<file path="config.mk">
export PLATFORM = sky130hd
export DESIGN_NAME = cku_top
export DESIGN_NICKNAME = d
export VERILOG_FILES = /design/src/rtl/cku_pkg.sv /design/src/rtl/cku_bit_step.sv /design/src/rtl/cku_top.sv
export VERILOG_INCLUDE_DIRS = /design/src /design/src/rtl
export SDC_FILE = /design/constraint.sdc
export NUM_CORES = 1
export LEC_CHECK = 0
export BUFFER_PORTS_ARGS = -buffer_cell sky130_fd_sc_hd__buf_2
export CAP_MARGIN = 10
export CORE_ASPECT_RATIO = 2
export CORE_UTILIZATION = 55
export CTS_CLUSTER_SIZE = 24
export DETAILED_ROUTE_END_ITERATION = 7
export PLACE_DENSITY = 0.86
export SLEW_MARGIN = 20
export SYNTH_ARGS = -nofsm -noshare
export SYNTH_HDL_FRONTEND = slang
export SYNTH_SLANG_ARGS = --single-unit
</file>
<file path="constraint.sdc">
create_clock -name clk -period 5.05 [get_ports clk]
set_clock_uncertainty 0.2 [all_clocks]
set_input_delay 1.2625 -clock clk [delete_from_list [all_inputs] [get_ports clk]]
set_output_delay 1.2625 -clock clk [all_outputs]
set_load 0.02 [all_outputs]
</file>
<file path="src/rtl/cku_defines.svh">
// Offsets, field positions, reset values and timing counts of the checksum unit
`ifndef CKU_DEFINES_SVH
`define CKU_DEFINES_SVH

// Special function register addresses
`define CKU_ADDR_OPERATION_CONTROL 8'hEF
`define CKU_ADDR_BYTE_INDEX        8'hFC
`define CKU_ADDR_DATA_WINDOW       8'hFD

// Control register fields
`define CKU_CTL_SCAN_START_BIT     0
`define CKU_CTL_PRESET_BIT         1

// Index values of result bytes
`define CKU_IDX_BYTE0              2'h0
`define CKU_IDX_BYTE1              2'h1
`define CKU_IDX_BYTE2              2'h2
`define CKU_IDX_BYTE3              2'h3

// Reset values and checksum model
`define CKU_INDEX_RESET            8'h00
`define CKU_ACC_PRESET             32'hFFFFFFFF
`define CKU_POLY                   32'h04C11DB7

// Scan ranges in bytes, selected by the application area size field
`define CKU_SCAN_LEN_FULL          17'h10000
`define CKU_SCAN_LEN_LESS_1K       17'h0FC00
`define CKU_SCAN_LEN_LESS_2K       17'h0F800
`define CKU_SCAN_START_ADDR        16'h0000

// Bit count on the last of a byte's eight clocks, one bit per clock
`define CKU_BYTE_CYCLES            3'h7

`endif

</file>
<file path="src/rtl/cku_pkg.sv">
// Types shared by the checksum unit
package cku_pkg;

	typedef enum logic [1:0] {
		CKU_IDLE  = 2'b00,
		CKU_FETCH = 2'b01,
		CKU_LOAD  = 2'b10,
		CKU_SHIFT = 2'b11
	} cku_state_t;

	// One access from the CPU special function register port
	typedef struct packed {
		logic       wr;
		logic       rd;
		logic [7:0] addr;
		logic [7:0] wdata;
	} cku_sfr_req_t;

	// Program flash read port
	typedef struct packed {
		logic        rd_en;
		logic [15:0] addr;
	} cku_flash_req_t;

	// Whole state of the unit
	typedef struct packed {
		cku_state_t  st;
		logic        scan;
		logic [2:0]  bit_cnt;
		logic [7:0]  sh;
		logic [31:0] acc;
		logic [7:0]  idx;
		logic [15:0] faddr;
		logic [16:0] rem;
		logic [7:0]  rdata;
	} cku_regs_t;

endpackage

</file>
<file path="src/rtl/cku_bit_step.sv">
// One MSB-first bit step of the 32-bit checksum, no reflection
`timescale 1ns/100ps
`default_nettype none
`include "cku_defines.svh"

module cku_bit_step
	import cku_pkg::*;
(
	input  wire logic [31:0] crc,
	input  wire logic        din,
	output logic      [31:0] crc_next
);

	// Shift left, fold the polynomial in when the outgoing bit differs from data
	assign crc_next = {crc[30:0], 1'b0} ^ ({32{crc[31] ^ din}} & `CKU_POLY);

endmodule // cku_bit_step
`default_nettype wire

</file>
<file path="src/rtl/cku_top.sv">
// Checksum unit: SFR window, byte feed mode and program flash scan mode
// Behaviour
// - Writing one to the preset bit while the unit is idle loads the accumulator with all ones.
// - Writing one to control bit 0 while the unit is idle starts a flash scan; zero does nothing.
// - Index register FCH selects which result byte window FDH reaches.
// - Index 3 gives bits 31..24, index 0 gives bits 7..0, in order.
// - Each byte written to the window while the unit is idle is folded into the accumulator.
// - Window writes supply data; window reads return the indexed result byte.
// - Each window read increments the index, wrapping within 0 to 3.
// - A running flash scan holds the CPU idle.
// - A flash scan presets the accumulator to all ones first.
// - Scan starts at 0000H and skips the top area chosen by the size field.
// - When the scan ends the CPU is released and the result is readable.
// - Checksum is 32-bit MPEG-2: all-ones start, no final xor, MSB first.
// - One data byte takes eight system clocks.
// - A full 64 KB scan takes about 16.4 ms at 32 MHz.
`timescale 1ns/100ps
`default_nettype none
`include "cku_defines.svh"

module cku_top
	import cku_pkg::*;
(
	input  wire logic           clk,
	input  wire logic           rst_b,
	input  wire logic           ce,
	input  wire cku_sfr_req_t   sfr_req,
	output logic         [7:0]  sfr_rdata,
	input  wire logic    [1:0]  app_area_size_field,
	output cku_flash_req_t      flash_req,
	input  wire logic    [7:0]  flash_rdata,
	output logic                cpu_idle
);

	// Register map seen by the CPU:
	//   EF control: bit 1 presets, bit 0 starts a scan; bits 7 and 6 are not ours
	//   FC byte index: bits 1..0 pick the byte, all eight read back; a window read steps bits 1..0 and clears the rest
	//   FD window: writes feed a byte, reads return the indexed result byte

	cku_regs_t   r_q;
	cku_regs_t   r_d;
	logic [31:0] step_crc;
	logic        wr_ctl;
	logic        wr_idx;
	logic        wr_win;
	logic        rd_win;
	logic        rd_idx;
	logic        rd_ctl;
	logic [16:0] scan_len;
	logic [7:0]  sel_byte;
	logic        unit_idle;
	logic        take_preset;
	logic        take_start;
	logic        take_byte;
	logic        byte_done;
	logic        more_bytes;

	// Address decode of the special function register port
	assign wr_ctl = sfr_req.wr && (sfr_req.addr == `CKU_ADDR_OPERATION_CONTROL);
	assign wr_idx = sfr_req.wr && (sfr_req.addr == `CKU_ADDR_BYTE_INDEX);
	assign wr_win = sfr_req.wr && (sfr_req.addr == `CKU_ADDR_DATA_WINDOW);
	assign rd_ctl = sfr_req.rd && (sfr_req.addr == `CKU_ADDR_OPERATION_CONTROL);
	assign rd_idx = sfr_req.rd && (sfr_req.addr == `CKU_ADDR_BYTE_INDEX);
	assign rd_win = sfr_req.rd && (sfr_req.addr == `CKU_ADDR_DATA_WINDOW);

	// Strobes an idle unit accepts; a busy unit drops them silently
	assign unit_idle   = (r_q.st == CKU_IDLE);
	assign take_preset = unit_idle && wr_ctl && sfr_req.wdata[`CKU_CTL_PRESET_BIT];
	assign take_start  = unit_idle && wr_ctl && sfr_req.wdata[`CKU_CTL_SCAN_START_BIT];
	assign take_byte   = unit_idle && wr_win;

	// Last bit of a byte, and whether the scan still has bytes to fetch
	assign byte_done  = (r_q.st == CKU_SHIFT) && (r_q.bit_cnt == `CKU_BYTE_CYCLES);
	assign more_bytes = r_q.scan && (r_q.rem != 17'h00000);

	// Shared bit step, fed MSB first from the byte shifter
	cku_bit_step u_step (
		.crc      (r_q.acc),
		.din      (r_q.sh[7]),
		.crc_next (step_crc)
	);

	// Scan length from the application area size; the top area is never read
	always_comb begin
		case (app_area_size_field)
			2'b00:   scan_len = `CKU_SCAN_LEN_FULL;
			2'b01:   scan_len = `CKU_SCAN_LEN_LESS_1K;
			2'b10:   scan_len = `CKU_SCAN_LEN_LESS_2K;
			2'b11:   scan_len = `CKU_SCAN_LEN_FULL;
			default: scan_len = `CKU_SCAN_LEN_FULL;
		endcase
	end

	// Result byte picked by the low index bits
	always_comb begin
		case (r_q.idx[1:0])
			`CKU_IDX_BYTE3: sel_byte = r_q.acc[31:24];
			`CKU_IDX_BYTE2: sel_byte = r_q.acc[23:16];
			`CKU_IDX_BYTE1: sel_byte = r_q.acc[15:8];
			`CKU_IDX_BYTE0: sel_byte = r_q.acc[7:0];
			default:        sel_byte = r_q.acc[7:0];
		endcase
	end

	// Next state of the whole unit
	// Scan pacing: two clocks to fetch the first byte, then eight per byte,
	// the next byte loading on the last bit; a full flash costs 2 + 8 * 65536
	// clocks, a little over 16 ms at 32 MHz, all of it with the CPU idle
	always_comb begin
		r_d = r_q;

		// Index register: plain store, or step after a window read
		if (wr_idx) begin
			r_d.idx = sfr_req.wdata;
		end else if (rd_win) begin
			r_d.idx = {6'h00, r_q.idx[1:0] + 2'h1};
		end

		// Reads answer one cycle later from a flop; window never echoes written data
		if (rd_win) begin
			r_d.rdata = sel_byte;
		end else if (rd_idx) begin
			// All eight stored index bits read back
			r_d.rdata = r_q.idx;
		end else if (rd_ctl) begin
			// Strobes read back as zero; bit 0 shows a scan in progress
			r_d.rdata = {6'h00, 1'b0, r_q.scan};
		end else if (sfr_req.rd) begin
			r_d.rdata = 8'h00;
		end

		case (r_q.st)
			CKU_IDLE: begin
				// Preset strobe; taken only between bytes so no fold is corrupted
				if (take_preset) begin
					r_d.acc = `CKU_ACC_PRESET;
				end
				// A start carries its own preset, so a preset bit beside it is moot
				if (take_start) begin
					r_d.acc   = `CKU_ACC_PRESET;
					r_d.scan  = 1'b1;
					r_d.faddr = `CKU_SCAN_START_ADDR;
					r_d.rem   = scan_len;
					r_d.st    = CKU_FETCH;
				end else if (take_byte) begin
					r_d.sh      = sfr_req.wdata;
					r_d.bit_cnt = 3'h0;
					r_d.st      = CKU_SHIFT;
				end
			end
			CKU_FETCH: begin
				// Flash answers one cycle after the address settles
				r_d.st = CKU_LOAD;
			end
			CKU_LOAD: begin
				// First byte of a scan; later bytes load on the last shift
				r_d.sh      = flash_rdata;
				r_d.faddr   = r_q.faddr + 16'h0001;
				r_d.rem     = r_q.rem - 17'h00001;
				r_d.bit_cnt = 3'h0;
				r_d.st      = CKU_SHIFT;
			end
			CKU_SHIFT: begin
				// One bit per clock, eight clocks per byte
				r_d.acc     = step_crc;
				r_d.sh      = {r_q.sh[6:0], 1'b0};
				r_d.bit_cnt = r_q.bit_cnt + 3'h1;
				if (byte_done) begin
					if (more_bytes) begin
						// Next address has been stable for eight clocks already
						r_d.sh    = flash_rdata;
						r_d.faddr = r_q.faddr + 16'h0001;
						r_d.rem   = r_q.rem - 17'h00001;
					end else begin
						r_d.scan = 1'b0;
						r_d.st   = CKU_IDLE;
					end
				end
			end
			default: begin
				// Unused code falls back to idle and releases the CPU
				r_d.st   = CKU_IDLE;
				r_d.scan = 1'b0;
			end
		endcase
	end

	// State register; clock enable freezes everything
	always_ff @(posedge clk or negedge rst_b) begin
		if (!rst_b) begin
			// Accumulator wakes preset, as after a written preset bit
			r_q.st      <= CKU_IDLE;
			r_q.scan    <= 1'b0;
			r_q.bit_cnt <= 3'h0;
			r_q.sh      <= 8'h00;
			r_q.acc     <= `CKU_ACC_PRESET;
			r_q.idx     <= `CKU_INDEX_RESET;
			r_q.faddr   <= `CKU_SCAN_START_ADDR;
			r_q.rem     <= 17'h00000;
			r_q.rdata   <= 8'h00;
		end else if (ce) begin
			r_q <= r_d;
		end
	end

	// Outputs
	assign sfr_rdata       = r_q.rdata;
	assign flash_req = '{
		rd_en: r_q.scan,
		addr:  r_q.faddr
	};
	assign cpu_idle  = r_q.scan;

endmodule // cku_top
`default_nettype wire

</file>
[After elaboration in Yosys (flattened, before gate mapping)]
Cells that the tools add are included.
Cells by class
  $add $sub $neg: 4
  eq/ne operators: 21
  mux-type cells: 27
  bitwise operators: 2
  reduce and logical (&&, ||, !) cells: 28
Operators by type and width (number)
  $mux 33: 3
  $pmux 33 s3: 1
  $mux 32: 2
  $mux 8: 8
  $pmux 32 s2: 1
  $pmux 17 s3: 1
  $pmux 11 s3: 1
  $pmux 8 s4: 1
  $xor 32x27->32: 1
  $eq 8x8->1 const B: 3
  $mux 11: 2
  $reduce_bool 17->1: 1
  $sub 17x1->17 const B: 1
  $add 16x1->16 const B: 1
  $eq 2x2->1 const B: 6
  $logic_and 1x1->1: 12
  $reduce_and 5->1: 2
  $ne 2x2->1 const B: 4
  $pmux 2 s4: 1
  $reduce_and 4->1: 2
  $eq 2x1->1 const B: 3
  $logic_not 2->1: 3
  $mux 3: 2
  $ne 3x1->1 const B: 2
  other kinds (14): 18
Storage, ports and cells
  register bits after elaboration: 95
  input port bits: 31
  output and inout bits: 26
  logic and storage cells: 91

[Depth between registers and ports, before layout]
  depth in word-level cells: 7
  gate-level depth with buffers: 9
  mapped depth without buffers: 7

[Hierarchy]
From an unflattened synthesis, not the netlist that was laid out.
Second synthesis, totals
  cells, all modules: 632
  area, all modules: 6035.8 µm²
By module, submodules not included
  cku_top: times used 1, cells each 597, area each 5534.1 µm², sequential area each 2417.3 µm²
  cku_bit_step: times used 1, cells each 35, area each 501.7 µm², sequential area each 0.0 µm²

[Worst setup path after synthesis]
No wires, ideal clock.
  kind: input to register
  start point: in sfr_req[13] in the netlist's numbering
  end point: reg r_q[50] in the netlist's numbering
  setup time: 0.082 ns
  arrival: 2.720 ns
  data required time: 4.768 ns
  slack: 2.048 ns
  stages on the path: 7
  path buffers: 2
  path through: and3_1 -> nand3_1 -> o31a_1 -> or3_1 -> clkbuf_1 -> buf_2 -> mux2_2
On the way
  cells in the longest elaborated chain, start to end: 6
  elaborated cells on any way between the ends: 9
  those cells by class: eq/ne: 2; mux: 2; reduce/logical: 5
Ends and longest elaborated chain
  from (decl): line cku_top.sv:27  | input wire cku_sfr_req_t sfr_req,
  $eq 8x8->1 (no line) (*)
  $logic_and 1x1->1 (*): line cku_top.sv:59  | assign wr_ctl = sfr_req.wr && (sfr_req.addr == `CKU_ADDR_OPERATION_CONTROL);
  $logic_and 1x1->1 (*): line cku_top.sv:68, cku_top.sv:69
  $logic_and 1x1->1 (on tied branches): line cku_top.sv:68, cku_top.sv:69
  $ne 3x1->1 (no line) or $mux 32 (tied branches)
  $reduce_and 3->1 (no line) or $pmux 32 s2 (tied branches)
  to (signal assigned): line cku_top.sv:202  | r_q <= r_d;
  to (decl): line cku_top.sv:40  | cku_regs_t r_q;
Mark *: on every way between the ends. The rest lies on a longest branch, timed or not.
A chain may end at the register's enable or synchronous reset.

[Worst setup path after layout]
  start point: reg r_q[8] in the netlist's numbering
  end point: reg r_q, in the netlist flash_req[11]
On the way
  cells in the longest elaborated chain, start to end: 4
Ends and longest elaborated chain
  $reduce_bool 17->1: line cku_top.sv:74  | assign more_bytes = r_q.scan && (r_q.rem != 17'h00000);
  $logic_and 1x1->1: line cku_top.sv:74
  $ne 2x2->1 (no line)
  $reduce_and 5->1 (no line)
Every way passes these cells.

==> impl_metrics.ini <==
[yosys]
synth_area_leaders = dfrtp_1, dfstp_2, mux2_2
synth_edf_count = 0
synth.distinct_cells = 69
async_flop_share_pct = 100.0
synth_top_cell_by_area = dfrtp_1
avgSynthCellArea_um2 = 9.447
syn_area_mm2 = 0.005782
yosysWarnings = 0
syn_nets = 657
synth_top_flop_cell = dfrtp_1
syn_inst = 612
ys_seq_area_share_pct = 41.81
netlist.area_leader.share_pct = 27.27
synth_seq_cells = 95

[route]
routed_wl_um = 14850
wl_per_cell_um = 19.38
drt_iter0_markers = 504
vias_per_cell = 6.555
drc_errors = 0
ant_nets = 0
vias = 5021
drtPass1Iterations = 5

[worst_setup_path]
required_ns = 5.09
arrival_ns = 3.15
cp-end-kind = flip-flop
cpPeakStageDelay_ns = 0.66
crit_chain = inv_1, ha_1, nor4b_2, nand4_1, a21oi_4, nor4b_1, a211o_1
start_kind = flip-flop
crit_buf_inv = 1
r2r_end = flash_req[11]
cpLargestDelayFamily = simple AND/OR/NAND/NOR gates
path_max_fanout = 25
rrSetupSlack_ns = 1.94
slowest_stage = a21oi_4
rr_worst_depth = 7
path_class = flip-flop to flip-flop
reg2reg_from = r_q[8]

[placed_design]
port_buffers = 56
gp_congestion = 0.9415
dp_hpwl_um = 10520

[power]
switching_share_pct = 43.38
pwr-share-seq_pct = 34.7
vdd_drop_max_v = 0.0003028
powerDensity_mw_per_mm2 = 566.7
combinationalPowerShare_pct = 45.0
p_leak_nw = 2.504
intPower_mw = 2.011
clkPwrFrac_pct = 20.3
p_switching_mw = 1.541

[die]
coreArea_mm2 = 0.01015
die_y_um = 147
die_w_um = 74.50
die_area_mm2 = 0.01095
initial_core_util_pct = 56.96
fp-row-count = 52
io_pins = 57

[clock_network]
postCtsHoldBufs = 0
cts_max_level = 3
cts_tree = built
post-cts-setup-buffer-count = 0
cts-resized-gates = 0
cts-root-buf = clkbuf_16
clk_latency_ns = 0.35
clk_path_buf_depth = 2
cts.sinks = 95
cts_buffers = 9
path_clk_slew_ns = 0.08

[timing]
period_share_pct = 61.51
fin_crit_ns = 3.106
rsz0062_at_grt = no
finalHoldViolations = 0
fin_tns_setup_ns = 0
slew_violations = 0
fmax_mhz = 321.9
max_slew_margin_pct = 36.34
worst_slew_pin_slew_ns = 0.9549
setup_viol = 0

[grt]
grt_pass1_wl_um = 23940
grt_overflow = 0
grt_usage_pct = 28.54
grt_pass1_vias = 4885
grt_antenna_before_repair = 0
grt_max_degree = 78

[finish]
multi_input_area_mm2 = 0.002950
area_delta_synth_final_pct = 8.396
nFillCells = 847
antenna_cells = 0
fin_util_pct = 61.75
nets = 671
drive_gt1_share_pct = 25.52
register_area_mm2 = 0.002417

[min_path]
min_path_cells = 1
hold_path_class = flip-flop to flip-flop
hp-start = flash_req[15]
hold_path_end = flash_req[15]

[flow_run]
cap_violations = 0

[run_status]
run_status = finished, final reports clean
==> power by group through the flow <==
stage	Clock (mW)	Combinational, mW	Sequential, mW
2_1_floorplan	0	1.25	1.16
3_3_place_gp	0	1.50	1.22
3_5_place_dp	0	1.55	1.23
4_1_cts	0.718	1.57	1.22
5_1_grt	0.745	1.74	1.26
6_report	0.721	1.60	1.23
==> metrics by stage <==
step                      hold slack [ns]  std cells  area (µm²)  power [mW]  worst slack, ns
final                              0.2802        766        6267       3.552            1.944
after detailed placement           0.2694        750        5947       2.781            1.651
after global placement             0.2659        750        5947       2.716            1.775
after global routing               0.3068        766        6267       3.736            1.733
after CTS                          0.2853        766        6260       3.510            1.798
after floorplan                    0.2510        612        5782       2.414            2.048
==> state kept, by name, summed over array words and instances (netlist names) <==
| name | cells |
|---|---|
| r_q | 70 |
| sfr_rdata | 8 |
| flash_req | 16 |
| cpu_idle | 1 |
==> cell usage after synthesis, drive strengths merged (4+ instances only) <==
| library cell | n |
|---|---|
| nand2 | 78 |
| dfrtp | 63 |
| o21ai | 42 |
| buf | 38 |
| a31oi | 32 |
| dfstp | 32 |
| mux2 | 32 |
| nor2 | 25 |
| clkbuf | 24 |
| nand2b | 19 |
| a21oi | 17 |
| inv | 17 |
| nand3 | 16 |
| a22oi | 15 |
| nor3 | 15 |
| ha | 14 |
| xnor2 | 13 |
| o31ai | 11 |
| a222oi | 8 |
| nor4 | 8 |
| or4 | 7 |
| a21o | 6 |
| a22o | 6 |
| a41oi | 6 |
| o41ai | 6 |
| and2 | 4 |
| and3 | 4 |
| nand4 | 4 |
| nor3b | 4 |
| o211ai | 4 |
| o311ai | 4 |
==> placed cells by master (no fill, tap or decap), types with 17 or more instances in the layout <==
cell type,instances
nand2_1,77
dfrtp_1,63
buf_2,55
o21ai_0,41
dfstp_2,32
mux2_2,31
a31oi_1,31
nor2_1,24
nand2b_1,19
inv_1,17
==> area by class of cell <==
class	count	area share, %
Multi-Input combinational cell	437	47.08
Sequential cell	95	38.57
Timing Repair Buffer	65	5.590
Clock buffer	9	3.594
Tap cell	135	2.695
Clock inverter	7	1.397
Inverter	18	1.078
==> worst max-delay path by stage <==
stage                           start            end  slack [ns]  depth (start not counted)
after floorplan           sfr_req[13]        r_q[50]        2.05                          7
after global placement    sfr_req[12]   sfr_rdata[4]        1.77                          6
after detailed placement   sfr_req[9]  flash_req[12]        1.65                          6
after CTS                      r_q[8]   flash_req[6]        1.80                          7
after global routing      sfr_req[12]   sfr_rdata[4]        1.73                          6
final                          r_q[8]  flash_req[11]        1.94                          7
==> cell families (layout without fill, tap and decap cells) <==
family                   Yosys count  in the layout  synth area share [%]
adder cells (fa/ha/maj)           14             14                 3.030
AO/OA/AOI/OAI                    177            177                 21.40
flip-flops                        95             95                 41.81
multiplexers                      35             35                 6.752
XOR/XNOR                          14             14                 2.121
AND/OR/NAND/NOR                  197            197                 17.51
buffers and inverters             80             99                 7.379
==> layer usage <==
layer	global-route usage, %	part of all wire (%)	vias up
met5	0	0	-
met4	15.66	5.0	0
met3	3.361	4.1	58
met2	50.23	54	224
met1	32.11	37	2467
li1	-	-	2272
(Power assumes the default switching activity.)
